### config.mk
export PLATFORM = sky130hd
export DESIGN_NAME = rsc_strap_regs
export DESIGN_NICKNAME = d
export VERILOG_FILES = /design/src/rsc_pkg.sv /design/src/rsc_strap_regs.sv
export SDC_FILE = /design/constraint.sdc
export NUM_CORES = 1
export LEC_CHECK = 0
export ABC_CLOCK_PERIOD_IN_PS = 4000
export BUFFER_PORTS_ARGS = -buffer_cell sky130_fd_sc_hd__buf_2
export CAP_MARGIN = 5
export CORE_UTILIZATION = 45
export DETAILED_ROUTE_END_ITERATION = 7
export PLACE_DENSITY = 0.91
export SKIP_LAST_GASP = 1
export SLEW_MARGIN = 25
export SYNTH_ARGS = -nofsm -noshare
export SYNTH_HDL_FRONTEND = slang
export SYNTH_SLANG_ARGS = --single-unit
### constraint.sdc
create_clock -name clock_i -period 4 [get_ports clock_i]
set_clock_uncertainty 0.15 [all_clocks]
set_input_delay 0.8 -clock clock_i [delete_from_list [all_inputs] [get_ports clock_i]]
set_output_delay 0.8 -clock clock_i [all_outputs]
set_load 0.03 [all_outputs]
### src/rsc_pkg.sv
// Constants for the power-up strap capture and register attribute block.
// Assumes one 200 MHz clock domain and an active-low asynchronous reset.
package rsc_pkg;
    // ------------------------------------------------------------------
    // Strap bit positions on the local memory data bus
    // ------------------------------------------------------------------
    localparam int unsigned XOR_TEST_BIT  = 31;
    localparam int unsigned ALL_Z_BIT     = 30;
    localparam int unsigned HOST_FREQ_BIT = 29;
    localparam int unsigned IOQ_DEPTH_BIT = 28;

    // ------------------------------------------------------------------
    // Decoded values and reset defaults
    // ------------------------------------------------------------------
    localparam logic [2:0] IOQ_DEPTH_DEEP    = 3'h4;
    localparam logic [2:0] IOQ_DEPTH_SHALLOW = 3'h1;
    localparam logic [6:0] HOST_MHZ_LOW      = 7'h42;
    localparam logic [6:0] HOST_MHZ_HIGH     = 7'h64;
    localparam logic [3:0] STRAP_RESET_VALUE = 4'h0;
    localparam logic [31:0] CFG_RESET_VALUE  = 32'h0000_0000;
endpackage : rsc_pkg

### src/rsc_strap_regs.sv
// Strap capture during cold reset and a generic configuration register
// with per-bit read-only, write-one-to-clear and write-once attributes.
// Assumes all inputs are synchronous to clock_i.
`timescale 1ns/1ps

// How it works
// - A high strap on data bit 31 at cold reset enters XOR tree test mode, low is normal.
// - A high strap on data bit 30 at cold reset raises all_outputs_z_o to tri-state every output while cold reset lasts.
// - Data bit 29 at reset picks the host bus rate, low 66 MHz and high 100 MHz.
// - Data bit 28 at the rising edge of processor reset sets queue depth, low 4 and high 1.
// - Straps on bits 31 to 29 load only during cold reset; bit 28 loads at the first processor reset release after it.
// - Read-only bits ignore every software write.
// - Writing one to a write-one-to-clear bit clears it, zero leaves it, reads show it.
// - A write-once bit takes only the first write after power up, then is read-only.
// - Reserved locations may read back any value and may be 8, 16 or 32 bits wide.
// - Full reset returns the register to its default, some bits taken from the straps.
module rsc_strap_regs #(
    parameter int unsigned     WIDTH    = 32,
    parameter logic [31:0]     RO_MASK  = 32'h0000_00ff,
    parameter logic [31:0]     W1C_MASK = 32'h0000_ff00,
    parameter logic [31:0]     WO_MASK  = 32'h00ff_0000
) (
    input  wire logic              clock_i,
    input  wire logic              rst_b_i,
    input  wire logic              cold_reset_i,
    input  wire logic              full_reset_i,
    input  wire logic              processor_reset_n_i,
    input  wire logic [31:0]       local_memory_data_bus_i,
    input  wire logic              reg_write_i,
    input  wire logic [3:0]        reg_byte_en_i,
    input  wire logic [WIDTH-1:0]  reg_wdata_i,
    input  wire logic [WIDTH-1:0]  hw_set_i,
    input  wire logic [WIDTH-1:0]  hw_value_i,
    output logic                   xor_test_mode_o,
    output logic                   all_outputs_z_o,
    output logic                   host_freq_high_o,
    output logic [6:0]             host_freq_mhz_o,
    output logic [2:0]             in_order_queue_depth_o,
    output logic [WIDTH-1:0]       reg_rdata_o
);
    // ------------------------------------------------------------------
    // Strap capture
    // ------------------------------------------------------------------
    // Straps are clocked in, bit 28 at processor reset release and the rest while
    // cold reset is held, never under the asynchronous reset, so no port value reaches a reset branch.
    logic [2:0] strap_q;
    logic       ioq_strap_q;
    logic       cpu_rst_n_q;
    logic       ioq_seen_q;

    always_ff @(posedge clock_i or negedge rst_b_i) begin
        if (!rst_b_i) begin
            strap_q <= rsc_pkg::STRAP_RESET_VALUE[2:0];
        end else if (cold_reset_i) begin
            strap_q <= {local_memory_data_bus_i[rsc_pkg::XOR_TEST_BIT],
                        local_memory_data_bus_i[rsc_pkg::ALL_Z_BIT],
                        local_memory_data_bus_i[rsc_pkg::HOST_FREQ_BIT]};
        end
    end

    always_ff @(posedge clock_i or negedge rst_b_i) begin
        if (!rst_b_i) begin
            cpu_rst_n_q <= 1'b0;
        end else begin
            cpu_rst_n_q <= processor_reset_n_i;
        end
    end

    // Only the first processor reset release after cold reset has ended
    // counts, so later warm resets cannot disturb the queue depth.
    always_ff @(posedge clock_i or negedge rst_b_i) begin
        if (!rst_b_i) begin
            ioq_strap_q <= rsc_pkg::STRAP_RESET_VALUE[3];
            ioq_seen_q  <= 1'b0;
        end else if (cold_reset_i) begin
            ioq_seen_q <= 1'b0;
        end else if (processor_reset_n_i && !cpu_rst_n_q && !ioq_seen_q) begin
            ioq_strap_q <= local_memory_data_bus_i[rsc_pkg::IOQ_DEPTH_BIT];
            ioq_seen_q  <= 1'b1;
        end
    end

    always_ff @(posedge clock_i or negedge rst_b_i) begin
        if (!rst_b_i) begin
            xor_test_mode_o        <= 1'b0;
            all_outputs_z_o        <= 1'b0;
            host_freq_high_o       <= 1'b0;
            host_freq_mhz_o        <= rsc_pkg::HOST_MHZ_LOW;
            in_order_queue_depth_o <= rsc_pkg::IOQ_DEPTH_DEEP;
        end else begin
            xor_test_mode_o  <= strap_q[2];
            all_outputs_z_o  <= strap_q[1] && cold_reset_i;
            host_freq_high_o <= strap_q[0];
            host_freq_mhz_o  <= strap_q[0] ? rsc_pkg::HOST_MHZ_HIGH
                                           : rsc_pkg::HOST_MHZ_LOW;
            in_order_queue_depth_o <= ioq_strap_q ? rsc_pkg::IOQ_DEPTH_SHALLOW
                                                  : rsc_pkg::IOQ_DEPTH_DEEP;
        end
    end

    // ------------------------------------------------------------------
    // Attribute register
    // ------------------------------------------------------------------
    logic [WIDTH-1:0] reg_q;
    logic [WIDTH-1:0] reg_d;
    logic [WIDTH-1:0] wo_done_q;
    logic [WIDTH-1:0] lane_mask;
    logic [WIDTH-1:0] rw_mask;

    always_comb begin
        lane_mask = '0;
        for (int i = 0; i < WIDTH; i++) begin
            lane_mask[i] = reg_byte_en_i[i / 8] && reg_write_i;
        end
    end

    assign rw_mask = ~(RO_MASK[WIDTH-1:0] | W1C_MASK[WIDTH-1:0] | WO_MASK[WIDTH-1:0]);

    always_comb begin
        reg_d = reg_q;
        reg_d = (reg_d & ~(rw_mask & lane_mask)) | (reg_wdata_i & rw_mask & lane_mask);
        reg_d = (reg_d & ~(WO_MASK[WIDTH-1:0] & lane_mask & ~wo_done_q))
              | (reg_wdata_i & WO_MASK[WIDTH-1:0] & lane_mask & ~wo_done_q);
        reg_d = reg_d & ~(W1C_MASK[WIDTH-1:0] & lane_mask & reg_wdata_i);
        // Hardware events win over a clear in the same cycle.
        reg_d = reg_d | (W1C_MASK[WIDTH-1:0] & hw_set_i);
        reg_d = (reg_d & ~RO_MASK[WIDTH-1:0]) | (hw_value_i & RO_MASK[WIDTH-1:0]);
    end

    always_ff @(posedge clock_i or negedge rst_b_i) begin
        if (!rst_b_i) begin
            reg_q <= rsc_pkg::CFG_RESET_VALUE[WIDTH-1:0];
        end else if (full_reset_i) begin
            reg_q <= rsc_pkg::CFG_RESET_VALUE[WIDTH-1:0];
        end else begin
            reg_q <= reg_d;
        end
    end

    // Write-once history survives full reset; only power-up clears it.
    always_ff @(posedge clock_i or negedge rst_b_i) begin
        if (!rst_b_i) begin
            wo_done_q <= '0;
        end else begin
            wo_done_q <= wo_done_q | (WO_MASK[WIDTH-1:0] & lane_mask);
        end
    end

    // Strap-derived status sits in the top bits of the read view. The block
    // holds no reserved locations, so every read returns defined data, which
    // the freedom given to reserved reads also allows.
    always_ff @(posedge clock_i or negedge rst_b_i) begin
        if (!rst_b_i) begin
            reg_rdata_o <= rsc_pkg::CFG_RESET_VALUE[WIDTH-1:0];
        end else begin
            reg_rdata_o <= {strap_q, ioq_strap_q, reg_d[WIDTH-5:0]};
        end
    end
endmodule : rsc_strap_regs
==> out/results.ini, run 1 <==
[clocking]
clk_pin_slew_ps=70
clk_latency_ps=330
clk_path_buf_depth=2
cts_num_sinks=69
cts_hold_buf=0
cts_tree=done
ctsResizeCount=0
root_buffer=clkbuf_8
cts_htree_levels=3
cts-buffers-inserted=9
cts_setup_buffers=0

[final_layout]
seq_area_sq_mm=0.00173
drive_gt1_share_pct=42.8
diodes=0
multi_input_area_sq_um=882
layout_commonest_cell=buf_2
final_net_count=430
syn2layout_area_growth_pct=24.5
fill_cells=474
layout_common_cells=87 x buf_2, 67 x dfrtp_1, 25 x nand2b_1, 13 x clkbuf_8, 12 x nand3_1

[place]
place_congestion=0.687
place_hpwl_um=3660
io_buffers=88

[sta]
finalSetupTns_ps=0
slew_viol_final=0
max_clock_freq_mhz=506
slew_headroom_pct=54.1
rsz0062_at_grt=false
worstMarginPinSlew_ps=688
finalCriticalPeriod_ps=1980
period_share_pct=49.4
setup_viol=0
hold_violations=0

[logic_synthesis]
netlist_area_sq_mm=0.00275
yosysSeqAreaShare_pct=63.0
synth_warnings=0
ys_types=25
synth_seq_cells=69
yosysTopAreaCellShare_pct=61.1
netlist.top_cell.by_area=dfrtp_1
syn_inst=207
syn_avg_cell_area_sq_um=13.3
synth_area_leaders=dfrtp_1 61%, nand2b_1 5.7%, buf_4 3.0%

[status]
status=complete, no violations

[critical_path]
slowest_stage=dfstp_2
path_class=reg -> out
crit_family=flip-flops
crit_chain=buf_2
startpoint_type=flop
crit_arrival_ps=1030
cp_max_fo=1
endpoint_kind=primary output
cp.depth=1
required_ps=3050
slowest_delay_ps=520
path_buf_inv=1
rr_worst_depth=2

[global_routing]
antenna_found_initial=0
grt_pass1_wl_um=8200
grt_pass1_vias=1809
grt_max_degree=49
gr-total-overflow=0
gr-usage-all-layers_pct=17.3

[hold_path]
min_path_type=reg -> reg
min_path_cells=0

[pwr]
p_per_area_mw_per_mm2=470
max-vdd-ir-drop_mv=0.296
power_mw=1.61
p_leak_nw=1.82

[drt]
drt_iter0_markers=60
finalWirelength_um=5110
wl_per_cell_um=13.7
final_antenna_net_count=0
drc=0
drt_first_pass_iters=5
vias=1818
via_per_inst=4.89

[die]
coreArea_sq_mm=0.00589
io_pins=183
die_w_um=80.1
fp-row-count=28
die_y_um=80.1
initial_core_util_pct=46.6
die-area_sq_mm=0.00642

[flow_run]
maxCapViolCount=0

[final timing paths]
kind                                            from                         to  slack [ps]
setup / recovery           in_order_queue_depth_o[2]  in_order_queue_depth_o[2]        2020
hold / removal                            strap_q[2]            reg_rdata_o[31]         230
setup reg to reg                         cpu_rst_n_q                ioq_strap_q        2690
hold reg to reg                           strap_q[2]            reg_rdata_o[31]         230
max in group asynchronous                    rst_b_i  in_order_queue_depth_o[2]        2730
min in group asynchronous                    rst_b_i                   reg_q[9]         330
[area by class of cell]
class,instances,area share (%)
multi-input combinational,119,25.8
inverter,3,0.329
clock inverter,3,1.90
timing repair buffer,90,13.4
sequential,69,50.6
tap,75,2.75
clock buffer,13,5.23
[power breakdown]
part / leakage, nW / internal, mW / switching [mW]
logic: 0.855 / 0.0593 / 0.129
clock network: 0.126 / 0.419 / 0.251
registers: 0.836 / 0.735 / 0.0141
total: 1.82 / 1.21 / 0.394
[synthesized netlist by cell type (all sizes together)]
cell type,instances
dfstp,2
and4b,8
conb,2
buf,18
mux2,11
nand3b,8
inv,3
clkbuf,1
dfrtp,67
a21bo,4
and2,1
nor2,8
nand2b,25
a21oi,5
nor3,8
nand3,12
a21o,8
nor4b,1
nand2,6
mux2i,8
o21ai,1
[cells by family after synthesis]
group           after synthesis  share of synthesized area [%]
flops                        69                           63.0
mux                          19                           7.98
buf+inv                      22                           5.29
other cells                   2                          0.274
simple gates                 77                           18.7
compound gates               18                           4.74
[routing by layer]
layer | global-route usage (%) | vias up | part of all wire, %
met4 | 8.04 | 0 | 1.7
met1 | 20.9 | 879 | 44
li1 | - | 853 | -
met3 | 5.45 | 10 | 7.0
met5 | 0 | - | 0
met2 | 28.3 | 76 | 47
[metrics by stage]
step | area, sq um | std cells | hold WS, ps | utilization (%) | setup WS [ps]
2_1_floorplan | 2760 | 210 | 200 | - | 2280
3_3_place_gp | 3170 | 356 | 206 | 53.9 | 1870
3_5_place_dp | 3170 | 356 | 221 | 53.9 | 1820
4_1_cts | 3420 | 372 | 234 | 58.0 | 2000
5_1_grt | 3420 | 372 | 248 | 58.1 | 1980
6_report | 3420 | 372 | 228 | 58.1 | 2020
[sequential cells by signal, indices dropped and copies added (netlist names), 2 cells and up]
name                    cells
reg_rdata_o                30
in_order_queue_depth_o      2
wo_done_q                   8
host_freq_mhz_o             2
reg_q                      20
strap_q                     3
No activity file was read; power rests on OpenSTA's default activity.
==> inputs of run 2 (changes only) <==
ABC_CLOCK_PERIOD_IN_PS = 1880   (was 4000)
CORE_UTILIZATION = 42   (was 45)
PLACE_DENSITY = 0.86   (was 0.91)
clock period = 1.88 ns   (was 4 ns; I/O delays follow)
==> run 2 against run 1 <==
Effect of this change: final area up 2.8%; sequential share of layout area down 1.4 points; count of clock-buffer cells in the layout unchanged; critical path depth unchanged; global-route usage down 0.89 points; core utilization down 2.4 points; final cell count up 3.0%; sequential power up 110%; clock power up 100%; die area up 7.0%.
==> out/results.ini, run 2 (synthesis gave the netlist of run 1 again) <==
[clocking]
cts_setup_buffers=0
ctsResizeCount=0
clk_pin_slew_ps=70
clk_path_buf_depth=2
cts_num_sinks=69
cts_hold_buf=9
root_buffer=clkbuf_8
cts-buffers-inserted=9
clk_latency_ps=320
cts_tree=done
cts_htree_levels=3

[drt]
drt_iter0_markers=59
drc=0
wl_per_cell_um=13.2
finalWirelength_um=5040
drt_first_pass_iters=4
final_antenna_net_count=0
vias=1815
via_per_inst=4.74

[global_routing]
grt_max_degree=70
gr-total-overflow=0
antenna_found_initial=0
grt_pass1_vias=1980
gr-usage-all-layers_pct=16.4
grt_pass1_wl_um=8940

[final_layout]
layout_common_cells=88 x buf_2, 67 x dfrtp_1, 25 x nand2b_1, 12 x nand3_1, 12 x clkbuf_8
layout_commonest_cell=buf_2
diodes=0
drive_gt1_share_pct=41.2
final_net_count=439
fin_util_pct=55.6
regMostFlops=reg_rdata_o
syn2layout_area_growth_pct=28.0
top_regs=reg_rdata_o (30), reg_q (20), wo_done_q (8)
largest_register_ffs=30

[pwr]
p_per_area_mw_per_mm2=962
power.share.switching_pct=24.2
combPwrFrac_pct=12.3
power_frac_clock_pct=40.6
max-vdd-ir-drop_mv=0.711
p_leak_nw=1.85
p_sw_mw=0.818
p_int_mw=2.56
power_frac_seq_pct=47.1
power_mw=3.38

[critical_path]
cp-startpoint=host_freq_mhz_o[1]
path_class=reg -> out
slowest_stage=dfstp_2
path_buf_inv=1
crit_arrival_ps=1020
crit_family=flip-flops
slowest_delay_ps=510
worstReg2RegStart=cpu_rst_n_q
crit_chain=buf_2
cp_max_fo=1
endpoint_kind=primary output
required_ps=1350
startpoint_type=flop

[die]
coreArea_sq_mm=0.00631
die_w_um=82.8
die-area_sq_mm=0.00686
initial_core_util_pct=43.5
die_y_um=82.8
io_pins=183
fp-row-count=29

[sta]
finalSetupTns_ps=0
period_share_pct=82.2
setup_viol=0
rsz0062_at_grt=false
hold_violations=0
finalCriticalPeriod_ps=1550
max_clock_freq_mhz=647
slew_viol_final=0

[hold_path]
min_path_type=in -> reg
hold_path.startpoint=processor_reset_n_i

[place]
io_buffers=88
place_congestion=0.742
place_hpwl_um=3410

[flow_run]
maxCapViolCount=0

[status]
status=complete, no violations

run 2: changes by cell type in the layout (fill, tap and decap cells not counted):
cell	previous run	this run
buf_12	0	1
buf_2	87	88
buf_4	3	1
clkbuf_1	0	1
clkbuf_8	13	12
clkinv_2	1	0
clkinvlp_4	0	1
dlygate4sd3_1	0	9
run 2: worst paths after layout:
check,end,depth (start not counted),slack [ps]
setup reg to reg,ioq_strap_q,2,570
min in group asynchronous,reg_rdata_o[15],3,460
setup / recovery,host_freq_mhz_o[1],1,330
max in group asynchronous,in_order_queue_depth_o[2],3,790
hold / removal,cpu_rst_n_q,1,40
hold reg to reg,host_freq_mhz_o[2],0,230
run 2: power groups by stage:
stage                     logic, mW  clock network (mW)  registers (mW)
after floorplan               0.165                   0            1.72
after global placement        0.399                   0            1.62
after detailed placement      0.406                   0            1.62
after CTS                     0.421                1.41            1.59
after global routing          0.452                1.48            1.60
final                         0.415                1.37            1.59
run 2: cell type report:
type / instances / area (sq um)
Clock inverter: 3 / 67.6
Multi-Input combinational cell: 119 / 882
Sequential cell: 69 / 1730
Inverter: 3 / 11.3
Tap cell: 77 / 96.3
Fill cell: 551 / 2800
Clock buffer: 13 / 169
Timing Repair Buffer: 99 / 558
run 2: stage by stage:
stage | cell area, sq um | hold slack (ps) | setup WS (ps) | std cells
floorplan | 2760 | -69.6 | 581 | 210
global placement | 3190 | 207 | 287 | 358
detailed placement | 3190 | 214 | 263 | 358
CTS | 3510 | 22.4 | 317 | 383
global route | 3510 | 34.3 | 297 | 383
finish | 3510 | 37.5 | 335 | 383
run 2: metal layers:
metal	global-route usage [%]	vias up	share of wire, %
li1	-	869	-
met1	19.6	854	42
met2	27.5	84	47
met3	5.47	8	9.4
met4	6.58	0	1.5
met5	0	-	0
